[src/nmhp_params.svh]
// Notes on behaviour
// - 15-bit address, 8-bit two-way data bus.
// - Select low gates every bus strobe.
// - Read strobe low requests addressed byte.
// - Write strobe low stores bus byte.
// - Reception or transmission events assert interrupt low.
// - Host write to cause register clears interrupt.
// - Each interrupt source masked by mask register.
// - Collision indicator low during collision only.
// - Fast indicator low at 100, blinks on traffic.
// - Slow indicator low at 10, blinks on traffic.
// - Link indicator low whenever link established.
// - Speed detected automatically, no host setting.
// - Offload reset restores registers, re-samples straps.
`ifndef NMHP_PARAMS_SVH
`define NMHP_PARAMS_SVH

// ************************************************************
// Bus widths
// ************************************************************
`define NMHP_ADDR_W        15
`define NMHP_DATA_W        8

// ************************************************************
// Address map
// ************************************************************
`define NMHP_ADDR_CAUSE    15'h0000
`define NMHP_ADDR_MASK     15'h0001
`define NMHP_ADDR_STATUS   15'h0002
`define NMHP_BUF_BASE      15'h0100
`define NMHP_BUF_DEPTH     256

// ************************************************************
// Cause and status bit positions, reset values
// ************************************************************
`define NMHP_BIT_RX        0
`define NMHP_BIT_TX        1
`define NMHP_BIT_COL       2
`define NMHP_BIT_LINK      3
`define NMHP_ST_BIT_LINK   0
`define NMHP_ST_BIT_FAST   1
`define NMHP_ST_BIT_STRAP  2
`define NMHP_CAUSE_RESET   8'h00
`define NMHP_MASK_RESET    8'h0F
`define NMHP_DATA_IDLE     8'h00

// ************************************************************
// Timing
// ************************************************************
`define NMHP_CLOCK_KHZ     20000
`define NMHP_BLINK_HALF_MS 50

`endif

[src/nmhp_pkg.sv]
package nmhp_pkg;

  // Bus handshake states, Gray along idle-write-commit
  typedef enum logic [1:0] {
    NMHP_ST_IDLE   = 2'h0,
    NMHP_ST_WRITE  = 2'h1,
    NMHP_ST_COMMIT = 2'h3,
    NMHP_ST_READ   = 2'h2
  } nmhp_state_t;

  // Decoded address regions
  typedef enum logic [2:0] {
    NMHP_RG_CAUSE  = 3'h0,
    NMHP_RG_MASK   = 3'h1,
    NMHP_RG_STATUS = 3'h2,
    NMHP_RG_BUF    = 3'h3,
    NMHP_RG_NONE   = 3'h4
  } nmhp_region_t;

endpackage

[src/nmhp_blink.sv]
`timescale 1ns/100ps
`include "nmhp_params.svh"

// ************************************************************
// Activity blinker: dark half periods, each followed by a lit half, repeat while traffic goes on
// ************************************************************
module nmhp_blink
  import nmhp_pkg::*;
#(
  parameter int HALF_CYCLES = `NMHP_BLINK_HALF_MS * `NMHP_CLOCK_KHZ
) (
  input  wire logic i_clock,    // System clock
  input  wire logic i_reset,    // Async reset, high
  input  wire logic i_activity, // Traffic seen this cycle
  output logic      o_blank     // High while indicator goes dark
);

  localparam int CW = $clog2(HALF_CYCLES + 1);

  logic [CW-1:0] count_reg;     // Divider count
  logic [CW-1:0] count_next;
  logic          tick;          // One-cycle enable per half period
  logic          phase_reg;     // Dark half active
  logic          phase_next;
  logic          pend_reg;      // Traffic waiting for a blink
  logic          pend_next;

  // Divider and blink phase
  always_comb
  begin
    tick       = (count_reg == CW'(HALF_CYCLES - 1));
    count_next = tick ? '0 : count_reg + 1'b1;
    phase_next = phase_reg;
    pend_next  = pend_reg | i_activity;
    if (tick)
    begin
      // Dark half always followed by a lit half, so blinks stay visible
      if (phase_reg)
        phase_next = 1'b0;
      else if (pend_reg)
      begin
        phase_next = 1'b1;
        pend_next  = i_activity;
      end
    end
  end

  // Registers
  always_ff @(posedge i_clock or posedge i_reset)
  begin
    if (i_reset)
    begin
      count_reg <= '0;
      phase_reg <= 1'b0;
      pend_reg  <= 1'b0;
    end
    else
    begin
      count_reg <= count_next;
      phase_reg <= phase_next;
      pend_reg  <= pend_next;
    end
  end

  assign o_blank = phase_reg;

endmodule // nmhp_blink

[src/nmhp_host_port.sv]
`timescale 1ns/100ps
`include "nmhp_params.svh"

// ************************************************************
// Network module host port: bus slave, interrupt, indicators
// ************************************************************
module nmhp_host_port
  import nmhp_pkg::*;
#(
  parameter int ADDR_W      = `NMHP_ADDR_W,
  parameter int DATA_W      = `NMHP_DATA_W,
  parameter int BUF_DEPTH   = `NMHP_BUF_DEPTH,
  parameter int HALF_CYCLES = `NMHP_BLINK_HALF_MS * `NMHP_CLOCK_KHZ
) (
  input  wire logic              i_clock,                    // 20 MHz clock
  input  wire logic              i_reset,                    // Async reset, high
  input  wire logic              i_offload_reset,            // Offload reset, high
  input  wire logic              i_phy_reset_n,              // Physical reset, low
  input  wire logic [1:0]        i_strap_mode,               // Strap level
  input  wire logic [ADDR_W-1:0] i_host_address,             // Host address
  input  wire logic [DATA_W-1:0] i_host_data,                // Data bus in
  output logic      [DATA_W-1:0] o_host_data,                // Data bus out
  output logic                   o_host_data_oe_n,           // Low while driving
  input  wire logic              i_select_n,                 // Module select, low
  input  wire logic              i_read_n,                   // Read strobe, low
  input  wire logic              i_write_n,                  // Write strobe, low
  output logic                   o_irq_n,                    // Attention, low
  input  wire logic              i_rx_event,                 // Reception done pulse
  input  wire logic              i_tx_event,                 // Transmission done pulse
  input  wire logic              i_link_up,                  // Line link status
  input  wire logic              i_speed_fast,               // Negotiated 100 speed
  input  wire logic              i_collision,                // Collision on line
  input  wire logic              i_activity,                 // Traffic on line
  output logic                   o_collision_led_n,          // Collision LED, low
  output logic                   o_fast_link_activity_led_n, // 100 link LED, low
  output logic                   o_slow_link_activity_led_n, // 10 link LED, low
  output logic                   o_link_led_n                // Link LED, low
);

  localparam int BUF_AW = $clog2(BUF_DEPTH);

  // ************************************************************
  // Declarations
  // ************************************************************
  nmhp_state_t       state_reg;       // Bus handshake state
  nmhp_state_t       state_next;
  logic [ADDR_W-1:0] wr_addr_reg;     // Address held through write strobe
  logic [ADDR_W-1:0] wr_addr_next;
  logic [DATA_W-1:0] wr_data_reg;     // Data held through write strobe
  logic [DATA_W-1:0] wr_data_next;
  logic [DATA_W-1:0] cause_reg;       // Interrupt cause register
  logic [DATA_W-1:0] cause_next;
  logic [DATA_W-1:0] mask_reg;        // Interrupt mask register
  logic [DATA_W-1:0] mask_next;
  logic [DATA_W-1:0] set_vec;         // Hardware events this cycle
  logic [DATA_W-1:0] clr_vec;         // Host clear bits this cycle
  logic              irq_n_reg;       // Interrupt pin
  logic              irq_n_next;
  logic [DATA_W-1:0] rd_data_reg;     // Data bus output
  logic [DATA_W-1:0] rd_data_next;
  logic [1:0]        strap_reg;       // Latched strap level
  logic [1:0]        strap_next;
  logic              strap_pend_reg;  // Strap capture owed
  logic              strap_pend_next;
  logic              link_prev_reg;   // Link a cycle ago
  logic              col_prev_reg;    // Collision a cycle ago
  logic [3:0]        led_reg;         // Col, fast, slow, link LEDs
  logic [3:0]        led_next;
  logic              sel_rd;          // Qualified read
  logic              sel_wr;          // Qualified write
  logic              commit;          // Store held write now
  logic              link_now;        // Link seen, physical side alive
  logic              col_now;         // Collision seen, physical side alive
  logic              blank;           // Blink dark phase
  logic [DATA_W-1:0] buf_mem [BUF_DEPTH]; // Packet buffer window

  // 15-bit address decode
  // Address decode, shared by read and write paths
  function automatic nmhp_region_t decode(input logic [ADDR_W-1:0] addr);
    if (addr == `NMHP_ADDR_CAUSE)
      return NMHP_RG_CAUSE;
    if (addr == `NMHP_ADDR_MASK)
      return NMHP_RG_MASK;
    if (addr == `NMHP_ADDR_STATUS)
      return NMHP_RG_STATUS;
    if (addr >= `NMHP_BUF_BASE && addr < `NMHP_BUF_BASE + ADDR_W'(BUF_DEPTH))
      return NMHP_RG_BUF;
    return NMHP_RG_NONE;
  endfunction

  function automatic logic [BUF_AW-1:0] buf_index(input logic [ADDR_W-1:0] addr);
    logic [ADDR_W-1:0] off;
    off = addr - `NMHP_BUF_BASE;
    return off[BUF_AW-1:0];
  endfunction

  // ************************************************************
  // Bus handshake
  // ************************************************************
  // strobes need select
  assign sel_rd = !i_select_n && !i_read_n && !i_offload_reset;
  assign sel_wr = !i_select_n && !i_write_n && !i_offload_reset;

  // Write is committed after the strobe ends, so data settled late still lands
  always_comb
  begin
    state_next   = state_reg;
    wr_addr_next = wr_addr_reg;
    wr_data_next = wr_data_reg;
    commit       = 1'b0;
    unique case (state_reg)
      NMHP_ST_IDLE:
        if (sel_wr)
        begin
          state_next   = NMHP_ST_WRITE;
          wr_addr_next = i_host_address;
          wr_data_next = i_host_data;
        end
        else if (sel_rd)
          state_next = NMHP_ST_READ;
      NMHP_ST_WRITE:
        // Track bus until strobe or select rises
        if (sel_wr)
        begin
          wr_addr_next = i_host_address;
          wr_data_next = i_host_data;
        end
        else
          state_next = NMHP_ST_COMMIT;
      NMHP_ST_COMMIT:
      begin
        commit     = !i_offload_reset;
        state_next = NMHP_ST_IDLE;
      end
      NMHP_ST_READ:
        if (!sel_rd)
          state_next = NMHP_ST_IDLE;
    endcase
    if (i_offload_reset)
      state_next = NMHP_ST_IDLE;
  end

  // ************************************************************
  // Interrupt cause and mask
  // ************************************************************
  assign link_now = i_link_up && i_phy_reset_n;
  assign col_now  = i_collision && i_phy_reset_n;

  // Events beat a simultaneous host clear
  always_comb
  begin
    set_vec = '0;
    clr_vec = '0;
    set_vec[`NMHP_BIT_RX]   = i_rx_event;
    set_vec[`NMHP_BIT_TX]   = i_tx_event;
    set_vec[`NMHP_BIT_COL]  = col_now && !col_prev_reg;
    set_vec[`NMHP_BIT_LINK] = link_now ^ link_prev_reg;
    if (commit && decode(wr_addr_reg) == NMHP_RG_CAUSE)
      clr_vec = wr_data_reg;
    cause_next = (cause_reg & ~clr_vec) | set_vec;
    mask_next  = (commit && decode(wr_addr_reg) == NMHP_RG_MASK) ? wr_data_reg : mask_reg;
    strap_next      = strap_reg;
    strap_pend_next = strap_pend_reg;
    if (i_offload_reset)
    begin
      cause_next      = `NMHP_CAUSE_RESET;
      mask_next       = `NMHP_MASK_RESET;
      strap_pend_next = 1'b1;
    end
    else if (strap_pend_reg)
    begin
      // Straps taken on the first cycle after reset release
      strap_next      = i_strap_mode;
      strap_pend_next = 1'b0;
    end
    irq_n_next = ~|(cause_next & mask_next);
  end

  // ************************************************************
  // Read data path
  // ************************************************************
  // addressed byte registered
  always_comb
  begin
    rd_data_next = `NMHP_DATA_IDLE;
    if (sel_rd)
    begin
      unique case (decode(i_host_address))
        NMHP_RG_CAUSE:  rd_data_next = cause_reg;
        NMHP_RG_MASK:   rd_data_next = mask_reg;
        NMHP_RG_STATUS:
        begin
          rd_data_next[`NMHP_ST_BIT_LINK] = link_now;
          rd_data_next[`NMHP_ST_BIT_FAST] = i_speed_fast;
          rd_data_next[`NMHP_ST_BIT_STRAP +: 2] = strap_reg;
        end
        NMHP_RG_BUF:    rd_data_next = buf_mem[buf_index(i_host_address)];
        NMHP_RG_NONE:   rd_data_next = `NMHP_DATA_IDLE;
      endcase
    end
  end

  assign o_host_data_oe_n = !sel_rd;
  assign o_host_data      = rd_data_reg;
  assign o_irq_n          = irq_n_reg;

  // ************************************************************
  // Indicators
  // ************************************************************
  nmhp_blink #(
    .HALF_CYCLES (HALF_CYCLES)
  ) u_blink (
    .i_clock    (i_clock),
    .i_reset    (i_reset),
    .i_activity (i_activity && link_now),
    .o_blank    (blank)
  );

  // Speed taken from line negotiation, never from a host setting
  always_comb
  begin
    led_next[3] = !col_now;
    led_next[2] = !(link_now && i_speed_fast && !blank);
    led_next[1] = !(link_now && !i_speed_fast && !blank);
    led_next[0] = !link_now;
  end

  assign o_collision_led_n          = led_reg[3];
  assign o_fast_link_activity_led_n = led_reg[2];
  assign o_slow_link_activity_led_n = led_reg[1];
  assign o_link_led_n               = led_reg[0];

  // ************************************************************
  // Registers
  // ************************************************************
  always_ff @(posedge i_clock or posedge i_reset)
  begin
    if (i_reset)
    begin
      state_reg      <= NMHP_ST_IDLE;
      wr_addr_reg    <= '0;
      wr_data_reg    <= '0;
      cause_reg      <= `NMHP_CAUSE_RESET;
      mask_reg       <= `NMHP_MASK_RESET;
      irq_n_reg      <= 1'b1;
      rd_data_reg    <= `NMHP_DATA_IDLE;
      strap_reg      <= '0;
      strap_pend_reg <= 1'b1;
      link_prev_reg  <= 1'b0;
      col_prev_reg   <= 1'b0;
      led_reg        <= '1;
    end
    else
    begin
      state_reg      <= state_next;
      wr_addr_reg    <= wr_addr_next;
      wr_data_reg    <= wr_data_next;
      cause_reg      <= cause_next;
      mask_reg       <= mask_next;
      irq_n_reg      <= irq_n_next;
      rd_data_reg    <= rd_data_next;
      strap_reg      <= strap_next;
      strap_pend_reg <= strap_pend_next;
      link_prev_reg  <= link_now;
      col_prev_reg   <= col_now;
      led_reg        <= led_next;
    end
  end

  // Buffer storage, left unreset: contents are packet data, not control
  always_ff @(posedge i_clock)
  begin
    if (commit && decode(wr_addr_reg) == NMHP_RG_BUF)
      buf_mem[buf_index(wr_addr_reg)] <= wr_data_reg;
  end
endmodule // nmhp_host_port

[config.mk]
export PLATFORM = sky130hd
export DESIGN_NAME = nmhp_host_port
export DESIGN_NICKNAME = d
export VERILOG_FILES = /design/src/nmhp_pkg.sv /design/src/nmhp_blink.sv /design/src/nmhp_host_port.sv
export VERILOG_INCLUDE_DIRS = /design/src /design/src/src
export SDC_FILE = /design/constraint.sdc
export NUM_CORES = 2
export LEC_CHECK = 0
export BUFFER_PORTS_ARGS = -buffer_cell sky130_fd_sc_hd__buf_4
export CORE_MARGIN = 8
export CORE_UTILIZATION = 35
export CTS_BUF_LIST = sky130_fd_sc_hd__clkbuf_8
export CTS_CLUSTER_SIZE = 10
export DETAILED_ROUTE_END_ITERATION = 12
export HOLD_SLACK_MARGIN = 0.12
export PLACE_DENSITY = 0.51
export SYNTH_ARGS = -nofsm -noshare
export SYNTH_HDL_FRONTEND = slang
export SYNTH_SLANG_ARGS = --single-unit
[constraint.sdc]
create_clock -name i_clock -period 8.4 [get_ports i_clock]
set_input_delay 1.68 -clock i_clock [delete_from_list [all_inputs] [get_ports i_clock]]
set_output_delay 1.68 -clock i_clock [all_outputs]
set_load 0.005 [all_outputs]
Yosys cells after proc, flatten, opt, wreduce, memory -nomap -nowiden

Memory sizes are Yosys's and may differ from the RTL's.
Index checks and enable logic that the tools add are counted.

Register bits: 81
Memory bits (writable): 2048
Bits of input ports: 38
Output and inout bits: 14
Logic and storage cells: 151
Memories: 1

Add/subtract/negate cells: 3
$lt $le $gt $ge: 4
Equality and inequality tests: 17
Mux-type cells: 64
Bitwise operators: 7
Reduce and logical (&&, ||, !) cells: 40

Memories:

| memory  | words | bits a word | read ports | clocked after memory_dff | wr ports | line                 | source |
|---|---|---|---|---|---|---|---|
| buf_mem | 256   | 8           | 1          | 0                        | 1        | nmhp_host_port.sv:75 | `logic [DATA_W-1:0] buf_mem [BUF_DEPTH];` |

Operators by type and width:

| operator              | count |
|---|---|
| $mux 3                | 17 |
| $mux 8                | 5 |
| $mux 1                | 33 |
| $eq 15x1->1 const B   | 2 |
| $eq 15x2->1 const B   | 2 |
| $ge 15x9->1 const B   | 2 |
| $logic_not 15->1      | 2 |
| $lt 15x10->1 const B  | 2 |
| $add 20x1->20 const B | 1 |
| $eq 20x20->1 const B  | 1 |
| $mux 20               | 1 |
| $pmux 4 s5            | 1 |
| $logic_and 1x1->1     | 17 |
| $and 8x8->8           | 2 |
| $sub 8x1->8 const B   | 2 |
| $logic_not 1->1       | 13 |
| $pmux 4 s3            | 1 |
| $mux 2                | 5 |
| $eq 3x2->1 const B    | 3 |
| $not 8->8             | 1 |
| $or 8x4->8            | 1 |
| $pmux 2 s4            | 1 |
| $reduce_or 8->1       | 1 |
| $eq 3x1->1 const B    | 2 |
| 13 further kinds      | 17 |

Logic depth before layout (Yosys ltp)

Depth in word-level cells: 22
Gate-level depth with buffers: 12
Depth with buffers taken out: 6

Hierarchy

From an unflattened synthesis, not the netlist that was laid out.

Cell total of the unflattened synthesis: 4054
Area, all modules: 83359.9 um^2

Modules (own cells, without submodules):

| module         | instances | cells an instance | area an instance (um^2) | sequential area each (um^2) |
|---|---|---|---|---|
| nmhp_host_port | 1         | 3957              | 82315.2                 | 62987.9 |
| nmhp_blink     | 1         | 97                | 1044.8                  | 550.5 |

Worst setup path before layout

No wires, ideal clock.

Path type: register to register
From: register wr_data_reg[6]
To: register irq_n_reg, in the netlist o_irq_n
Setup time: 0.079 ns
Arrival time: 4.266 ns
Required time: 8.321 ns
Path slack: 4.054 ns
Cell stages (with the launch flop): 5
Buffers on the path: 0
Clock period less this slack: 4.346 ns
Path through: dfrtp_1 -> nand4_1 -> a221oi_1 -> a2111oi_0 -> and4bb_1

Word-level cells in the longest chain between the ends: 8
Elaborated cells between the ends (all ways): 10
Those cells by class: mux: 4; bitwise: 4; reduce/logical: 2

RTL lines:

| item                     | line                  | source |
|---|---|---|
| start: declaration       | nmhp_host_port.sv:49  | `logic [DATA_W-1:0] wr_data_reg;` |
| start signal: assignment | nmhp_host_port.sv:257 | `wr_data_reg <= wr_data_next;` |
| $mux 8                   | nmhp_host_port.sv:158 | `if (commit && decode(wr_addr_reg) == NMHP_RG_CAUSE)` |
| $not 8->8                | nmhp_host_port.sv:160 | `cause_next = (cause_reg & ~clr_vec) \| set_vec;` |
| $and 8x8->8              | nmhp_host_port.sv:160 |  |
| $or 8x4->8               | nmhp_host_port.sv:160 |  |
| $mux 8                   | nmhp_host_port.sv:164 | `if (i_offload_reset)` |
| $and 8x8->8 (*)          | nmhp_host_port.sv:176 | `irq_n_next = ~\|(cause_next & mask_next);` |
| $reduce_or 8->1 (*)      | nmhp_host_port.sv:176 |  |
| $logic_not 1->1 (*)      | nmhp_host_port.sv:176 |  |
| via irq_n_next           | nmhp_host_port.sv:58  | `logic irq_n_next;` |
| end signal: assignment   | nmhp_host_port.sv:260 | `irq_n_reg <= irq_n_next;` |
| end: declaration         | nmhp_host_port.sv:57  | `logic irq_n_reg;` |

Mark *: on every way through the listed nets, which the timed path passes. The rest lies on a longest branch.
A chain may end at the register's enable or synchronous reset.

Final worst setup path

From: input i_offload_reset
To: memory buf_mem[151][2] (netlist name) (enable)

Word-level cells in the longest chain between the ends: 5

RTL lines:

| item                         | line                  | source |
|---|---|---|
| start: declaration           | nmhp_host_port.sv:17  | `input wire logic i_offload_reset,` |
| $logic_not 1->1              | nmhp_host_port.sv:132 | `commit = !i_offload_reset;` |
| $mux 1                       | nmhp_host_port.sv:111 | `unique case (state_reg)` |
| $logic_and 1x1->1            | nmhp_host_port.sv:273 | `if (commit && decode(wr_addr_reg) == NMHP_RG_BUF)` |
| $mux 1                       | nmhp_host_port.sv:273 |  |
| $mux 1 (implied by the code) | nmhp_host_port.sv:274 | `buf_mem[buf_index(wr_addr_reg)] <= wr_data_reg;` |
| end: declaration             | nmhp_host_port.sv:75  |  |

No other way between the ends.

==> run_results.csv <==
group,metric,value,unit
sta,finClkSkew,0.0844,ns
sta,setup_tns,0,ns
clock_tree,cts_buffer_depth,4,
final_layout,area_delta_synth_final,12.5,%
detailed_routing,wl_per_cell,31.9,um
logic_synthesis,synth_common_cells,"edfxtp_1 (2048), mux4_2 (554), nor2_1 (311)",
logic_synthesis,synthesis.area,83100,sq um
final_layout,drive_above_1_share,27.0,%
floorplanning,die_width,503,um
sta,final-max-slew-violation-count,0,
logic_synthesis,synth_fa_ha_area_share,0.0151,%
power_and_ir_drop,power_density,241,nW/um^2
worst_setup_path,cp_cell_sequence,"buf_4 -> nor4_1 -> and4_1 -> and2_1 -> buf_4 -> nand4_1 -> nor2_1",
worst_setup_path,crit_buf_inv,2,
detailed_routing,drcViolationCount,0,
global_route,grt_usage,18.9,%
status,run_status,"finished, final reports clean",
floorplanning,start_util,35.1,%
detailed_routing,wl,243000,um
floorplanning,die_h,503,um
power_and_ir_drop,p_comb_share,7.6,%
floorplanning,top_level_ports,52,
sta,timing.slew.headroom,6.10,%
final_layout,fillers,21271,
clock_tree,cts-root-buf,"clkbuf_8",
logic_synthesis,synth_compound_area_share,2.11,%
flow_run,maxCapViolCount,0,
global_route,grt_pass1_vias,42938,
clock_tree,htreeDepth,5,
logic_synthesis,syn_inst,3909,
power_and_ir_drop,power.switching,0.00557,W
logic_synthesis,ys_ff_latch,2129,
placement,dp.cells,6983,
detailed_routing,drt_iter0_drc,4865,
global_route,grt_max_degree,208,
final_layout,nets,4224,
clock_tree,clock_sinks,2129,
global_route,grt_pass1_wl,342000,um
clock_tree,cts_buffers,367,
logic_synthesis,synthArstFlopShare,3.80,%
clock_tree,clkLatencyLatePin,1.07,ns
logic_synthesis,yosysTopAreaCell,"edfxtp_1",
hold_path,worstHoldPathType,"flop to flop",
detailed_routing,vias,41906,
global_route,antenna_found_initial,13,
clock_tree,cts_resized,0,
placement,gp_congestion,0.856,
sta,hold_viol,0,
worst_setup_path,cp_slowest_cell,"nor2_1",
logic_synthesis,synth_top_area_share,74.0,%
power_and_ir_drop,p_sw_share,24.7,%
clock_tree,cts_tree,"yes",
sta,fin_crit_sh,56.7,%
logic_synthesis,yosys.area_share.simple,3.19,%
worst_setup_path,start_kind,"primary input",
final_layout,final_cells,7610,
power_and_ir_drop,vdd_drop_max,0.314,mV
sta,tightest_slew,1.41,ns
placement,dpl.hpwl,147000,um
worst_setup_path,critical-path-top-delay-family,"simple AND/OR/NAND/NOR gates",
power_and_ir_drop,leakage,29.3,nW
logic_synthesis,synthMostInstantiatedCell,"edfxtp_1",
power_and_ir_drop,power_frac_seq,54.8,%
worst_setup_path,critical_path_class,"primary input to flop",
logic_synthesis,synth-xor-area-share,0.190,%
power_and_ir_drop,pwr-share-clk,37.5,%
worst_setup_path,cp.arrival,5.37,ns
sta,period_minus_slack,4.76,ns
logic_synthesis,synth_top_cells_by_area,"edfxtp_1 (74%), mux4_2 (15%), dfrtp_1 (2.1%), nor2_1 (1.4%), mux2i_1 (0.87%)",
worst_setup_path,cp_data_required_time,9.01,ns
logic_synthesis,ys.flop_type,"edfxtp_1",
detailed_routing,drtPass1Iterations,6,
logic_synthesis,synth_top_family_by_area,"multiplexers",
power_and_ir_drop,intPower,0.0170,W
sta,setup_viol,0,
sta,rsz0062_at_grt,"false",
detailed_routing,antenna_left,0,
floorplanning,core_area,237000,sq um
clock_tree,clkTransAtPathRegs,0.06,ns
clock_tree,postCtsSetupBuffers,0,
worst_setup_path,cp_common_cell,"buf_4",
final_layout,largest_reg_flops,2048,
logic_synthesis,synth_fp_nets,3948,
logic_synthesis,synth-seq-area-share,76.4,%
logic_synthesis,yosys_warnings,0,
logic_synthesis,netlist-cell-type-count,74,
placement,io_buffers,51,
global_route,overflow,0,
worst_setup_path,end_kind,"flop",
floorplanning,row_count,179,
logic_synthesis,synth_edf_count,2048,
final_layout,final_core_util,39.5,%
sta,fmax,210,MHz
detailed_routing,via_per_inst,5.51,
worst_setup_path,crit_path_max_fanout,18,
worst_setup_path,slowest_delay,1.19,ns
clock_tree,hold_buffers,0,
floorplanning,die-area,253000,sq um
logic_synthesis,synth_area_per_cell,21.3,sq um
logic_synthesis,synth_mux_area_share,16.5,%
==> kinds of logic (layout without fill, tap and decap cells) <==
| group | count (synthesis) | count (layout) |
|---|---|---|
| multiplexers | 669 | 669 |
| flip-flops | 2129 | 2129 |
| buffers and inverters | 248 | 779 |
| AND/OR/NAND/NOR | 595 | 595 |
| AO/OA/AOI/OAI | 249 | 249 |
| other | 0 | 3 |
| XOR/XNOR | 18 | 18 |
| adder cells (fa/ha/maj) | 1 | 1 |
==> layer usage <==
metal / up-vias / GRT usage (%) / share of wire [%]
li1: 16869 / - / -
met1: 22702 / 26.6 / 42
met2: 1902 / 29.9 / 47
met3: 433 / 3.66 / 7.5
met4: 0 / 6.13 / 3.3
met5: - / 0 / 0
==> stage by stage <==
stage | instance area, sq um | total power (W) | setup WS [ns] | hold slack, ns
global placement | 87100 | 0.0143 | 2.55 | 0.463
floorplan | 83100 | 0.0136 | 4.05 | 0.438
detailed placement | 87100 | 0.0143 | 2.53 | 0.464
finish | 93500 | 0.0226 | 3.64 | 0.479
global route | 93500 | 0.0233 | 3.52 | 0.505
CTS | 93500 | 0.0228 | 3.68 | 0.462
==> final timing paths <==
path | startpoint | endpoint | slack, ns | depth (start not counted)
max in group asynchronous | i_reset | wr_data_reg[2]$_DFFE_PP0P_ | 6.46 | 3
worst min register to register | u_blink.count_reg[4]$_DFF_PP0_ | u_blink.count_reg[4]$_DFF_PP0_ | 0.48 | 1
min in group asynchronous | i_reset | col_prev_reg$_DFF_PP0_ | 0.57 | 2
worst max register to register | wr_addr_reg[13]$_DFFE_PP0P_ | buf_mem[151][2]$_DFFE_PP_ | 4.06 | 6
worst max-delay path | i_offload_reset | buf_mem[151][2]$_DFFE_PP_ | 3.64 | 7
worst min-delay path | u_blink.count_reg[4]$_DFF_PP0_ | u_blink.count_reg[4]$_DFF_PP0_ | 0.48 | 1
==> power groups by stage <==
stage,Sequential (W),Clock [W],Combinational [W]
floorplan,0.0129,0,0.000649
global placement,0.0126,0,0.00173
detailed placement,0.0126,0,0.00175
CTS,0.0124,0.00864,0.00175
global route,0.0124,0.00908,0.00182
finish,0.0124,0.00847,0.00172
==> cells in the final DEF (no fill, tap or decap), types with 11 or more instances in the layout <==
cell	instances
o21ai_0	20
mux2_2	41
buf_4	121
inv_1	143
nor2_1	308
edfxtp_1	2048
dfrtp_1	63
nor3_1	13
clkbuf_8	378
nand4_1	20
nand2_1	103
clkinv_2	35
clkinv_1	70
nand3_1	55
nor2b_1	24
buf_12	14
a21oi_1	49
a22oi_1	54
mux2i_1	72
o22ai_1	14
a211oi_1	11
o221ai_1	18
mux4_2	554
==> worst register-to-register path: stages (launching register included) <==
cell	delay [ns]
dfrtp_1	0.38
nor3_1	0.35
and4_1	0.49
and2_1	0.21
buf_4	0.23
nand4_1	1.03
nor2_1	1.21
==> final cells by class <==
class | instances | area, sq um | area share (%)
well taps | 3167 | 3960 | 4.24
diodes | 3 | 7.51 | 0.00803
inverters | 16 | 68.8 | 0.0736
multi-input cells | 1532 | 18300 | 19.6
repair buffers | 139 | 1240 | 1.33
clock inverters | 247 | 1180 | 1.26
flip-flops and latches | 2129 | 63600 | 68.0
clock buffers | 377 | 5190 | 5.55
No activity file was read; power rests on OpenSTA's default activity.
